### config.mk
export PLATFORM = sky130hd
export DESIGN_NAME = cuc_top
export DESIGN_NICKNAME = d
export VERILOG_FILES = /design/src/cuc_pkg.sv /design/src/cuc_ctl_if.sv /design/src/cuc_top.sv /design/src/cuc_addsub.sv /design/src/cuc_core.sv
export VERILOG_INCLUDE_DIRS = /design/src
export SDC_FILE = /design/constraint.sdc
export NUM_CORES = 1
export LEC_CHECK = 0
export ABC_AREA = 1
export BUFFER_PORTS_ARGS = -buffer_cell sky130_fd_sc_hd__buf_2
export CORE_ASPECT_RATIO = 1.4
export CORE_MARGIN = 10
export CORE_UTILIZATION = 30
export CTS_CLUSTER_DIAMETER = 80
export CTS_CLUSTER_SIZE = 20
export DETAILED_ROUTE_END_ITERATION = 16
export PLACE_DENSITY = 0.6
export SLEW_MARGIN = 20
export SYNTH_ARGS = -nofsm -noshare
export SYNTH_HDL_FRONTEND = slang
export SYNTH_SLANG_ARGS = --single-unit
### constraint.sdc
create_clock -name mclk -period 2 [get_ports mclk]
set_clock_uncertainty 0.2 [all_clocks]
set_input_delay 0.4 -clock mclk [delete_from_list [all_inputs] [get_ports mclk]]
set_output_delay 0.4 -clock mclk [all_outputs]
set_load 0.1 [all_outputs]
### src/cuc_consts.svh
// constants of the configurable up/down counter: offsets, fields, resets
// assumes inclusion by bare name from each design file that needs it
`ifndef CUC_CONSTS_SVH
`define CUC_CONSTS_SVH

`define CUC_AW          8
`define CUC_OFS_CTRL    8'h00
`define CUC_OFS_LD_LO   8'h04
`define CUC_OFS_LD_HI   8'h08
`define CUC_OFS_CNT_LO  8'h0c
`define CUC_OFS_CNT_HI  8'h10
`define CUC_OFS_STAT    8'h14
`define CUC_OFS_CFG     8'h18

`define CUC_CTRL_RUN    0
`define CUC_CTRL_SRST   1
`define CUC_CTRL_LOAD   2
`define CUC_CTRL_RST    32'h0000_0001

`define CUC_STAT_END    0
`define CUC_STAT_WRAP   1
`define CUC_STAT_EN     2

`define CUC_CFG_W       0
`define CUC_CFG_BP      8
`define CUC_CFG_SGN     16
`define CUC_CFG_LIM     17
`define CUC_CFG_DIR     18
`define CUC_CFG_LOAD    20

`define CUC_MAX_W       64
`define CUC_HSIZE_WORD  3'b010
`define CUC_ZERO32      32'h0000_0000

`endif

### src/cuc_pkg.sv
// types of the configurable up/down counter
// assumes cuc_consts.svh carries the numeric constants
package cuc_pkg;
   typedef enum logic [1:0] {
      CUC_DIR_UP     = 2'b00,
      CUC_DIR_DOWN   = 2'b01,
      CUC_DIR_UPDOWN = 2'b10
   } cuc_dir_t;

   typedef enum logic [1:0] {
      CUC_ST_IDLE = 2'b01,
      CUC_ST_ACC  = 2'b10
   } cuc_bus_st_t;
endpackage : cuc_pkg

### src/cuc_ctl_if.sv
// control and status between register front end and counter core
// assumes both ends run on the same clock
`timescale 1ns/10ps
`default_nettype none
interface cuc_ctl_if #(parameter int W = 16);
   logic         en;
   logic         srst;
   logic         up;
   logic         load;
   logic [W-1:0] load_data;
   logic [W-1:0] value;
   logic         at_end;
   logic         wrap;

   modport ctrl (output en, srst, up, load, load_data,
                 input  value, at_end, wrap);
   modport core (input  en, srst, up, load, load_data,
                 output value, at_end, wrap);
endinterface : cuc_ctl_if
`default_nettype wire

### src/cuc_top.sv
// configurable up/down counter with an AHB-Lite register slave
// assumes one AHB-Lite master, single word transfers, all on mclk;
// counter control pins are synchronous to mclk
//
// Behaviour
// - free-running up: start value first, then add step modulo 2^N
// - free-running down: subtract step each sample, modulo 2^N
// - up/down mode: up input 1 adds, 0 subtracts; logic drives it
// - count-limited: after output equals end value, return to start
// - count-limited down subtracts the step, same return at end
// - count-limited width is at most 64 bits
// - end value configurable, infinite means max; must differ from start
// - with load option, load asserted while enabled puts load data in next output
// - load and load data exist only for the free-running type
// - synchronous reset returns to start, above enable and load
// - output is fixed point: signedness, width, binary point set
`timescale 1ns/10ps
`default_nettype none
`include "cuc_consts.svh"
module cuc_top #(
   parameter int                W         = 16,
   parameter int                BIN_POINT = 0,
   parameter bit                SIGNED    = 1'b0,
   parameter bit                LIMITED   = 1'b0,
   parameter cuc_pkg::cuc_dir_t DIR       = cuc_pkg::CUC_DIR_UP,
   parameter bit                HAS_LOAD  = 1'b1,
   parameter bit                HAS_RST   = 1'b1,
   parameter bit                HAS_EN    = 1'b1,
   parameter logic [63:0]       START     = 64'h0,
   parameter logic [63:0]       END       = 64'h0,
   parameter bit                END_INF   = 1'b1,
   parameter logic [63:0]       STEP      = 64'h1
) (
   // clock and reset
   input  wire logic          mclk,
   input  wire logic          rstn,
   // ahb-lite slave
   input  wire logic          hsel,
   input  wire logic [31:0]   haddr,
   input  wire logic [1:0]    htrans,
   input  wire logic          hwrite,
   input  wire logic [2:0]    hsize,
   input  wire logic [31:0]   hwdata,
   input  wire logic          hready,
   output logic               hreadyout,
   output logic [31:0]        hrdata,
   output logic               hresp,
   // counter control from surrounding logic
   input  wire logic          cnt_en,
   input  wire logic          cnt_up,
   input  wire logic          cnt_srst,
   input  wire logic          cnt_load,
   input  wire logic [W-1:0]  cnt_load_data,
   // counter output
   output logic [W-1:0]       cnt_value,
   output logic               cnt_at_end
);
   import cuc_pkg::*;

   if (BIN_POINT < 0 || BIN_POINT > W) begin : g_bad_bp
      $error("binary point outside the word");
   end
   if (W > `CUC_MAX_W) begin : g_bad_w
      $error("counter wider than the register map allows");
   end

   // register front end state
   typedef struct packed {
      cuc_bus_st_t         st;
      logic                ready;
      logic                resp;
      logic [`CUC_AW-1:0]  addr;
      logic                write;
      logic                wr_ok;
      logic [31:0]         rdata;
      logic                run;
      logic                sw_rst;
      logic                sw_load;
      logic [31:0]         ld_lo;
      logic [31:0]         ld_hi;
      logic                wrap_seen;
      logic [31:0]         snap_hi;
   } cuc_top_st_t;

   localparam logic [31:0] CTRL_RST = `CUC_CTRL_RST;

   localparam cuc_top_st_t RST_ST = '{
      st:        CUC_ST_IDLE,
      ready:     1'b1,
      resp:      1'b0,
      addr:      '0,
      write:     1'b0,
      wr_ok:     1'b0,
      rdata:     `CUC_ZERO32,
      run:       CTRL_RST[`CUC_CTRL_RUN],
      sw_rst:    1'b0,
      sw_load:   1'b0,
      ld_lo:     `CUC_ZERO32,
      ld_hi:     `CUC_ZERO32,
      wrap_seen: 1'b0,
      snap_hi:   `CUC_ZERO32};

   cuc_top_st_t q;
   cuc_top_st_t d;

   cuc_ctl_if #(.W(W)) ctl ();

   logic        take;
   logic [63:0] ld64;
   logic [63:0] val64;
   logic [31:0] cfg_word;
   logic [31:0] stat_word;
   logic        en_eff;

   // address phase accepted
   assign take = hsel && hready && htrans[1];

   assign ld64  = {q.ld_hi, q.ld_lo};
   assign val64 = 64'(ctl.value);

   // effective control into the core
   assign en_eff        = (HAS_EN ? cnt_en : 1'b1) && q.run;
   assign ctl.en        = en_eff;
   assign ctl.srst      = cnt_srst || q.sw_rst;
   assign ctl.up        = cnt_up;
   assign ctl.load      = cnt_load || q.sw_load;
   assign ctl.load_data = cnt_load ? cnt_load_data : ld64[W-1:0];

   // read-only configuration word, describes the output format
   always_comb begin
      cfg_word = `CUC_ZERO32;
      cfg_word[`CUC_CFG_W +: 8]  = 8'(W);
      cfg_word[`CUC_CFG_BP +: 8] = 8'(BIN_POINT);
      cfg_word[`CUC_CFG_SGN]     = SIGNED;
      cfg_word[`CUC_CFG_LIM]     = LIMITED;
      cfg_word[`CUC_CFG_DIR +: 2] = DIR;
      cfg_word[`CUC_CFG_LOAD]    = HAS_LOAD && !LIMITED;
   end

   // live status word
   always_comb begin
      stat_word = `CUC_ZERO32;
      stat_word[`CUC_STAT_END]  = ctl.at_end;
      stat_word[`CUC_STAT_WRAP] = q.wrap_seen;
      stat_word[`CUC_STAT_EN]   = en_eff;
   end

   always_comb begin
      d         = q;
      d.sw_rst  = 1'b0;
      d.sw_load = 1'b0;
      // limit return is sticky until software clears it; set wins
      d.wrap_seen = q.wrap_seen || ctl.wrap;
      unique case (q.st)
         CUC_ST_IDLE: begin
            d.ready = 1'b1;
            if (take) begin
               d.st    = CUC_ST_ACC;
               d.ready = 1'b0;
               d.addr  = haddr[`CUC_AW-1:0];
               d.write = hwrite;
               d.wr_ok = (hsize == `CUC_HSIZE_WORD)
                         && (haddr[31:`CUC_AW] == '0);
            end
         end
         CUC_ST_ACC: begin
            d.st    = CUC_ST_IDLE;
            d.ready = 1'b1;
            d.rdata = `CUC_ZERO32;
            if (q.write) begin
               if (q.wr_ok) begin
                  unique case (q.addr)
                     `CUC_OFS_CTRL: begin
                        d.run     = hwdata[`CUC_CTRL_RUN];
                        d.sw_rst  = hwdata[`CUC_CTRL_SRST];
                        d.sw_load = hwdata[`CUC_CTRL_LOAD];
                     end
                     `CUC_OFS_LD_LO: begin
                        d.ld_lo = hwdata;
                     end
                     `CUC_OFS_LD_HI: begin
                        d.ld_hi = hwdata;
                     end
                     `CUC_OFS_STAT: begin
                        d.wrap_seen = (q.wrap_seen
                                       && !hwdata[`CUC_STAT_WRAP])
                                      || ctl.wrap;
                     end
                     default: begin
                     end
                  endcase
               end
            end else begin
               unique case (q.addr)
                  `CUC_OFS_CTRL: begin
                     d.rdata[`CUC_CTRL_RUN] = q.run;
                  end
                  `CUC_OFS_LD_LO: begin
                     d.rdata = q.ld_lo;
                  end
                  `CUC_OFS_LD_HI: begin
                     d.rdata = q.ld_hi;
                  end
                  `CUC_OFS_CNT_LO: begin
                     // high half frozen for a coherent wide read
                     d.rdata   = val64[31:0];
                     d.snap_hi = val64[63:32];
                  end
                  `CUC_OFS_CNT_HI: begin
                     d.rdata = q.snap_hi;
                  end
                  `CUC_OFS_STAT: begin
                     d.rdata = stat_word;
                  end
                  `CUC_OFS_CFG: begin
                     d.rdata = cfg_word;
                  end
                  default: begin
                     d.rdata = `CUC_ZERO32;
                  end
               endcase
            end
         end
         default: begin
            d = RST_ST;
         end
      endcase
   end

   always_ff @(posedge mclk or negedge rstn) begin
      if (!rstn) begin
         q <= RST_ST;
      end else begin
         q <= d;
      end
   end

   cuc_core #(
      .W        (W),
      .SIGNED   (SIGNED),
      .LIMITED  (LIMITED),
      .DIR      (DIR),
      .HAS_LOAD (HAS_LOAD),
      .HAS_RST  (HAS_RST),
      .HAS_EN   (HAS_EN),
      .START    (START),
      .END      (END),
      .END_INF  (END_INF),
      .STEP     (STEP)
   ) u_core (
      .mclk (mclk),
      .rstn (rstn),
      .ctl  (ctl.core)
   );

   // outputs, all from flip-flops
   assign hreadyout  = q.ready;
   assign hrdata     = q.rdata;
   assign hresp      = q.resp;
   assign cnt_value  = ctl.value;
   assign cnt_at_end = ctl.at_end;
endmodule : cuc_top
`default_nettype wire

### src/cuc_addsub.sv
// add or subtract the step, wrapping modulo 2^W
// assumes purely combinational use
`timescale 1ns/10ps
`default_nettype none
module cuc_addsub #(
   parameter int W = 16
) (
   // operands
   input  wire logic [W-1:0] a,
   input  wire logic [W-1:0] b,
   input  wire logic         up,
   // result
   output logic      [W-1:0] y
);
   always_comb begin
      if (up) begin
         y = a + b;
      end else begin
         y = a - b;
      end
   end
endmodule : cuc_addsub
`default_nettype wire

### src/cuc_core.sv
// counter core: count register, limit compare, load, reset and enable
// assumes control inputs synchronous to mclk
`timescale 1ns/10ps
`default_nettype none
`include "cuc_consts.svh"
module cuc_core #(
   parameter int                W        = 16,
   parameter bit                SIGNED   = 1'b0,
   parameter bit                LIMITED  = 1'b0,
   parameter cuc_pkg::cuc_dir_t DIR      = cuc_pkg::CUC_DIR_UP,
   parameter bit                HAS_LOAD = 1'b1,
   parameter bit                HAS_RST  = 1'b1,
   parameter bit                HAS_EN   = 1'b1,
   parameter logic [63:0]       START    = 64'h0,
   parameter logic [63:0]       END      = 64'h0,
   parameter bit                END_INF  = 1'b1,
   parameter logic [63:0]       STEP     = 64'h1
) (
   // clock and reset
   input  wire logic mclk,
   input  wire logic rstn,
   // control and status
   cuc_ctl_if.core   ctl
);
   import cuc_pkg::*;

   localparam logic [W-1:0] START_W = START[W-1:0];
   localparam logic [W-1:0] STEP_W  = STEP[W-1:0];
   localparam logic [W-1:0] MAX_W   =
      SIGNED ? {1'b0, {(W-1){1'b1}}} : {W{1'b1}};
   localparam logic [W-1:0] END_W   = END_INF ? MAX_W : END[W-1:0];
   localparam logic [W-1:0] SPAN_UP = END_W - START_W;
   localparam logic [W-1:0] SPAN_DN = START_W - END_W;

   if (W < 2 || W > `CUC_MAX_W) begin : g_bad_w
      $error("counter width out of range");
   end
   if (LIMITED && END_W == START_W) begin : g_bad_end
      $error("ending value equals start value");
   end
   if (LIMITED && STEP_W == '0) begin : g_bad_step
      $error("zero step on a count-limited counter");
   end
   if (LIMITED && STEP_W != '0 && DIR == CUC_DIR_UP
       && (SPAN_UP % STEP_W) != '0) begin : g_bad_up
      $error("step does not divide the up span");
   end
   if (LIMITED && STEP_W != '0 && DIR == CUC_DIR_DOWN
       && (SPAN_DN % STEP_W) != '0) begin : g_bad_dn
      $error("step does not divide the down span");
   end

   typedef struct packed {
      logic [W-1:0] count;
      logic         at_end;
      logic         wrap;
   } cuc_core_st_t;

   localparam cuc_core_st_t RST_ST = '{
      count:  START_W,
      at_end: LIMITED && (START_W == END_W),
      wrap:   1'b0};

   cuc_core_st_t q;
   cuc_core_st_t d;
   logic         dir_up;
   logic [W-1:0] stepped;
   logic         en_eff;

   // direction: fixed by mode or taken from the up input
   assign dir_up = (DIR == CUC_DIR_UP)   ? 1'b1 :
                   (DIR == CUC_DIR_DOWN) ? 1'b0 : ctl.up;
   assign en_eff = HAS_EN ? ctl.en : 1'b1;

   cuc_addsub #(.W(W)) u_step (
      .a  (q.count),
      .b  (STEP_W),
      .up (dir_up),
      .y  (stepped)
   );

   always_comb begin
      d      = q;
      d.wrap = 1'b0;
      if (HAS_RST && ctl.srst) begin
         d.count = START_W;
      end else if (en_eff) begin
         if (HAS_LOAD && !LIMITED && ctl.load) begin
            d.count = ctl.load_data;
         end else if (LIMITED && q.count == END_W) begin
            d.count = START_W;
            d.wrap  = 1'b1;
         end else begin
            d.count = stepped;
         end
      end
      d.at_end = LIMITED && (d.count == END_W);
   end

   always_ff @(posedge mclk or negedge rstn) begin
      if (!rstn) begin
         q <= RST_ST;
      end else begin
         q <= d;
      end
   end

   assign ctl.value  = q.count;
   assign ctl.at_end = q.at_end;
   assign ctl.wrap   = q.wrap;
endmodule : cuc_core
`default_nettype wire

==> flow_metrics.env <==
export IMPL_fp_dieH_um=199.8
export IMPL_hold_end="q[136]$_DFFE_PN0P_"
export IMPL_via_count=6651
export IMPL_maxSlewHeadroom_pct=65.02
export IMPL_yosysSeqAreaShare_pct=46.67
export IMPL_final_common_cell="nand2_1"
export IMPL_fin_crit_sh_pct=102.5
export IMPL_n_antenna_cell=0
export IMPL_rsz0062_at_grt="yes"
export IMPL_drc=0
export IMPL_status="complete, but fails checks"
export IMPL_setup_ws_ps=-49.55
export IMPL_synth_warnings=0
export IMPL_cts_root_buf="clkbuf_16"
export IMPL_finish_instance_area_um2=9148
export IMPL_slew_viol_final=0
export IMPL_regArea_um2=3243
export IMPL_peakVddDrop_mv=0.6315
export IMPL_finalCriticalPeriod_ps=2050
export IMPL_ff2ff_setup_slack_ps=-50
export IMPL_drtPass1Iterations=5
export IMPL_cts_tree="built"
export IMPL_path_cells="inv_2, ha_4, or2_4, nor3_4, buf_6, clkbuf_16, nand3_1, nand2_1"
export IMPL_critPathKind="reg -> reg"
export IMPL_cap_violations=0
export IMPL_violations="negative setup slack"
export IMPL_synth_cell_types=37
export IMPL_r2r_end="hrdata[13]$_DFFE_PN0N_"
export IMPL_grt_usage_pct=15.03
export IMPL_drive_gt1_share_pct=27.20
export IMPL_slowest_delay_ps=540
export IMPL_antenna_found_initial=0
export IMPL_final_cell_mix="nand2_1, buf_2, dfrtp_1"
export IMPL_crit_path_end_kind="flip-flop"
export IMPL_reg2reg_from="q[144]$_DFFE_PN1N_"
export IMPL_dpl_hpwl_mm=15.81
export IMPL_path_buf_inv=3
export IMPL_placed_cell_area_um2=7955
export IMPL_ys_ff_latch=129
export IMPL_clock_sinks=129
export IMPL_nets=1187
export IMPL_grt_max_degree=65
export IMPL_coreArea_um2=22610
export IMPL_path_max_fanout=11
export IMPL_cts_buffers=17
export IMPL_p_leak_uw=0.004649
export IMPL_cellPowerDensity_nw_per_um2=989.9
export IMPL_viasPerCell=4.737
export IMPL_ioPinCount=145
export IMPL_hold_start="haddr[2]"
export IMPL_finalSetupViolations=63
export IMPL_htreeDepth=4
export IMPL_worstSetupStartpointType="flip-flop"
export IMPL_path_delay_family="simple AND/OR/NAND/NOR gates"
export IMPL_synth_avg_cell_area_um2=7.321
export IMPL_reg2regPathDepth=8
export IMPL_dieWidth_um=148.4
export IMPL_post_route_util_pct=40.46
export IMPL_wl_per_cell_um=16.73
export IMPL_synth_area_um2=6925
export IMPL_cp_num_cells=8
export IMPL_grt_first_pass_wirelength_mm=35.24
export IMPL_drtAntennaViolNets=0
export IMPL_drt_iter0_drc=373
export IMPL_rows=65
export IMPL_area_growth_pct=32.09
export IMPL_required_ps=2160
export IMPL_power_uw=9055
export IMPL_hold_viol=0
export IMPL_clock_fmax_ghz=0.4879
export IMPL_clk_latency_ps=430
export IMPL_initial_core_util_pct=30.63
export IMPL_grt_pass1_vias=6602
export IMPL_arrival_ps=2210
export IMPL_cp_slowest_cell="dfstp_2"
export IMPL_hold_path_class="in -> reg"
export IMPL_drt_wl_total_mm=23.49
export IMPL_port_buffers=140
export IMPL_synthCells=946
export IMPL_clkTransAtPathRegs_ps=60
export IMPL_multi_input_comb_area_um2=3104
export IMPL_min_path_cells=3
export IMPL_overflow=0
export IMPL_worst_slew_pin_slew_ps=528.3
export IMPL_n_fill_cell=2388
export IMPL_clockBufferDepth=2
export IMPL_dieArea_um2=29650
export IMPL_routabilityCongestion=0.8861
how the worst max path moves through the flow:
| stage | slack [ps] | start | to |
|---|---|---|---|
| 2_1_floorplan | -10 | u_core.ctl.value[9]$_DFFE_PN0P_ | u_core.ctl.value[10]$_DFFE_PN0P_ |
| 3_3_place_gp | -30 | q[144]$_DFFE_PN1N_ | ld64[12]$_DFFE_PN0P_ |
| 3_5_place_dp | -50 | q[144]$_DFFE_PN1N_ | ld64[9]$_DFFE_PN0P_ |
| 4_1_cts | -10 | q[144]$_DFFE_PN1N_ | ld64[17]$_DFFE_PN0P_ |
| 5_1_grt | -120 | q[144]$_DFFE_PN1N_ | hrdata[11]$_DFFE_PN0N_ |
| 6_report | -50 | q[144]$_DFFE_PN1N_ | hrdata[13]$_DFFE_PN0N_ |
cell type report:
type | count | share of cell area (%)
Clock buffer | 20 | 4.883
Clock inverter | 12 | 1.491
Inverter | 101 | 4.199
Multi-Input combinational cell | 641 | 33.94
Sequential cell | 129 | 35.45
Tap cell | 301 | 4.117
Timing Repair Buffer | 200 | 15.92
worst register-to-register path, stage by stage (launching register included):
cell	delay, ps
dfstp_2	540
inv_2	50
ha_4	230
or2_4	270
nor3_4	220
buf_6	160
clkbuf_16	170
nand3_1	80
nand2_1	60
power by group:
| group | switching, µW | leakage, µW | total [µW] | internal, µW |
|---|---|---|---|---|
| Sequential | 94.6 | 0.00176 | 2810 | 2720 |
| Combinational | 2180 | 0.00261 | 3180 | 998 |
| Clock | 1200 | 0.000276 | 3060 | 1870 |
| Total | 3470 | 0.00465 | 9060 | 5580 |
metrics by stage:
stage | setup WS, ps | TNS, ps | hold slack [ps] | cells
global route | -117.0 | -7663 | 47.69 | 1404
floorplan | -11.28 | -11.28 | -95.59 | 947
detailed placement | -47.12 | -633.1 | 161.8 | 1350
finish | -49.55 | -1252 | 12.80 | 1404
global placement | -27.83 | -294.9 | 161.6 | 1350
CTS | -13.82 | -57.73 | 5.132 | 1393
flip-flops by register name, indices dropped and copies added, names as in the netlist:
register / count
ld64: 64
hrdata: 32
q: 16
u_core.ctl.value: 16
hreadyout: 1
cells in the mapped netlist, drive strengths merged:
library cell	number	area share (%)
inv	100	5.4
nand4	7	0.63
a221oi	1	0.13
nor2	84	4.8
o21ai	110	8.0
clkinv	1	0.054
a22oi	1	0.11
a21oi	18	1.5
nand2	294	16
nor3	7	0.67
o21bai	2	0.22
clkbuf	18	1.0
o22ai	1	0.090
nand3	100	7.2
or2	1	0.13
buf	58	5.6
conb	1	0.054
ha	3	0.54
xor2	1	0.13
a22o	1	0.13
a32o	1	0.14
dfrtp	126	46
o211ai	4	0.43
o221ai	1	0.13
dfstp	3	1.1
o2111ai	1	0.13
a21boi	1	0.11
what timing repair did:
item / in CTS / in global routing
cloned: 2 / 7
setup endpoints to repair: 73 / 88
resized for setup: 38 / 42
buffers inserted: 1 / 4
hold endpoints to repair: 42 / 0
hold buffers: 8 / 0
pin swaps: 1 / 13
kinds of logic (layout without fill, tap and decap cells):
family,Yosys count,in the layout,synth area share [%]
AOI/OAI and AO/OA,142,142,11.08
xor gates and xnor gates,1,1,0.1265
adders and majority gates,3,3,0.5421
buffers and inverters,177,333,12.10
DFF,129,129,46.67
other,1,2,0.05415
and+or+nand+nor,493,493,29.43
layer usage:
layer  track usage, %  wire [µm]
met1            17.92       9773
met2            25.84      11730
met3            3.673       1418
met4            5.188        563
met5                0          0
Power figures use the tool's default switching activity.
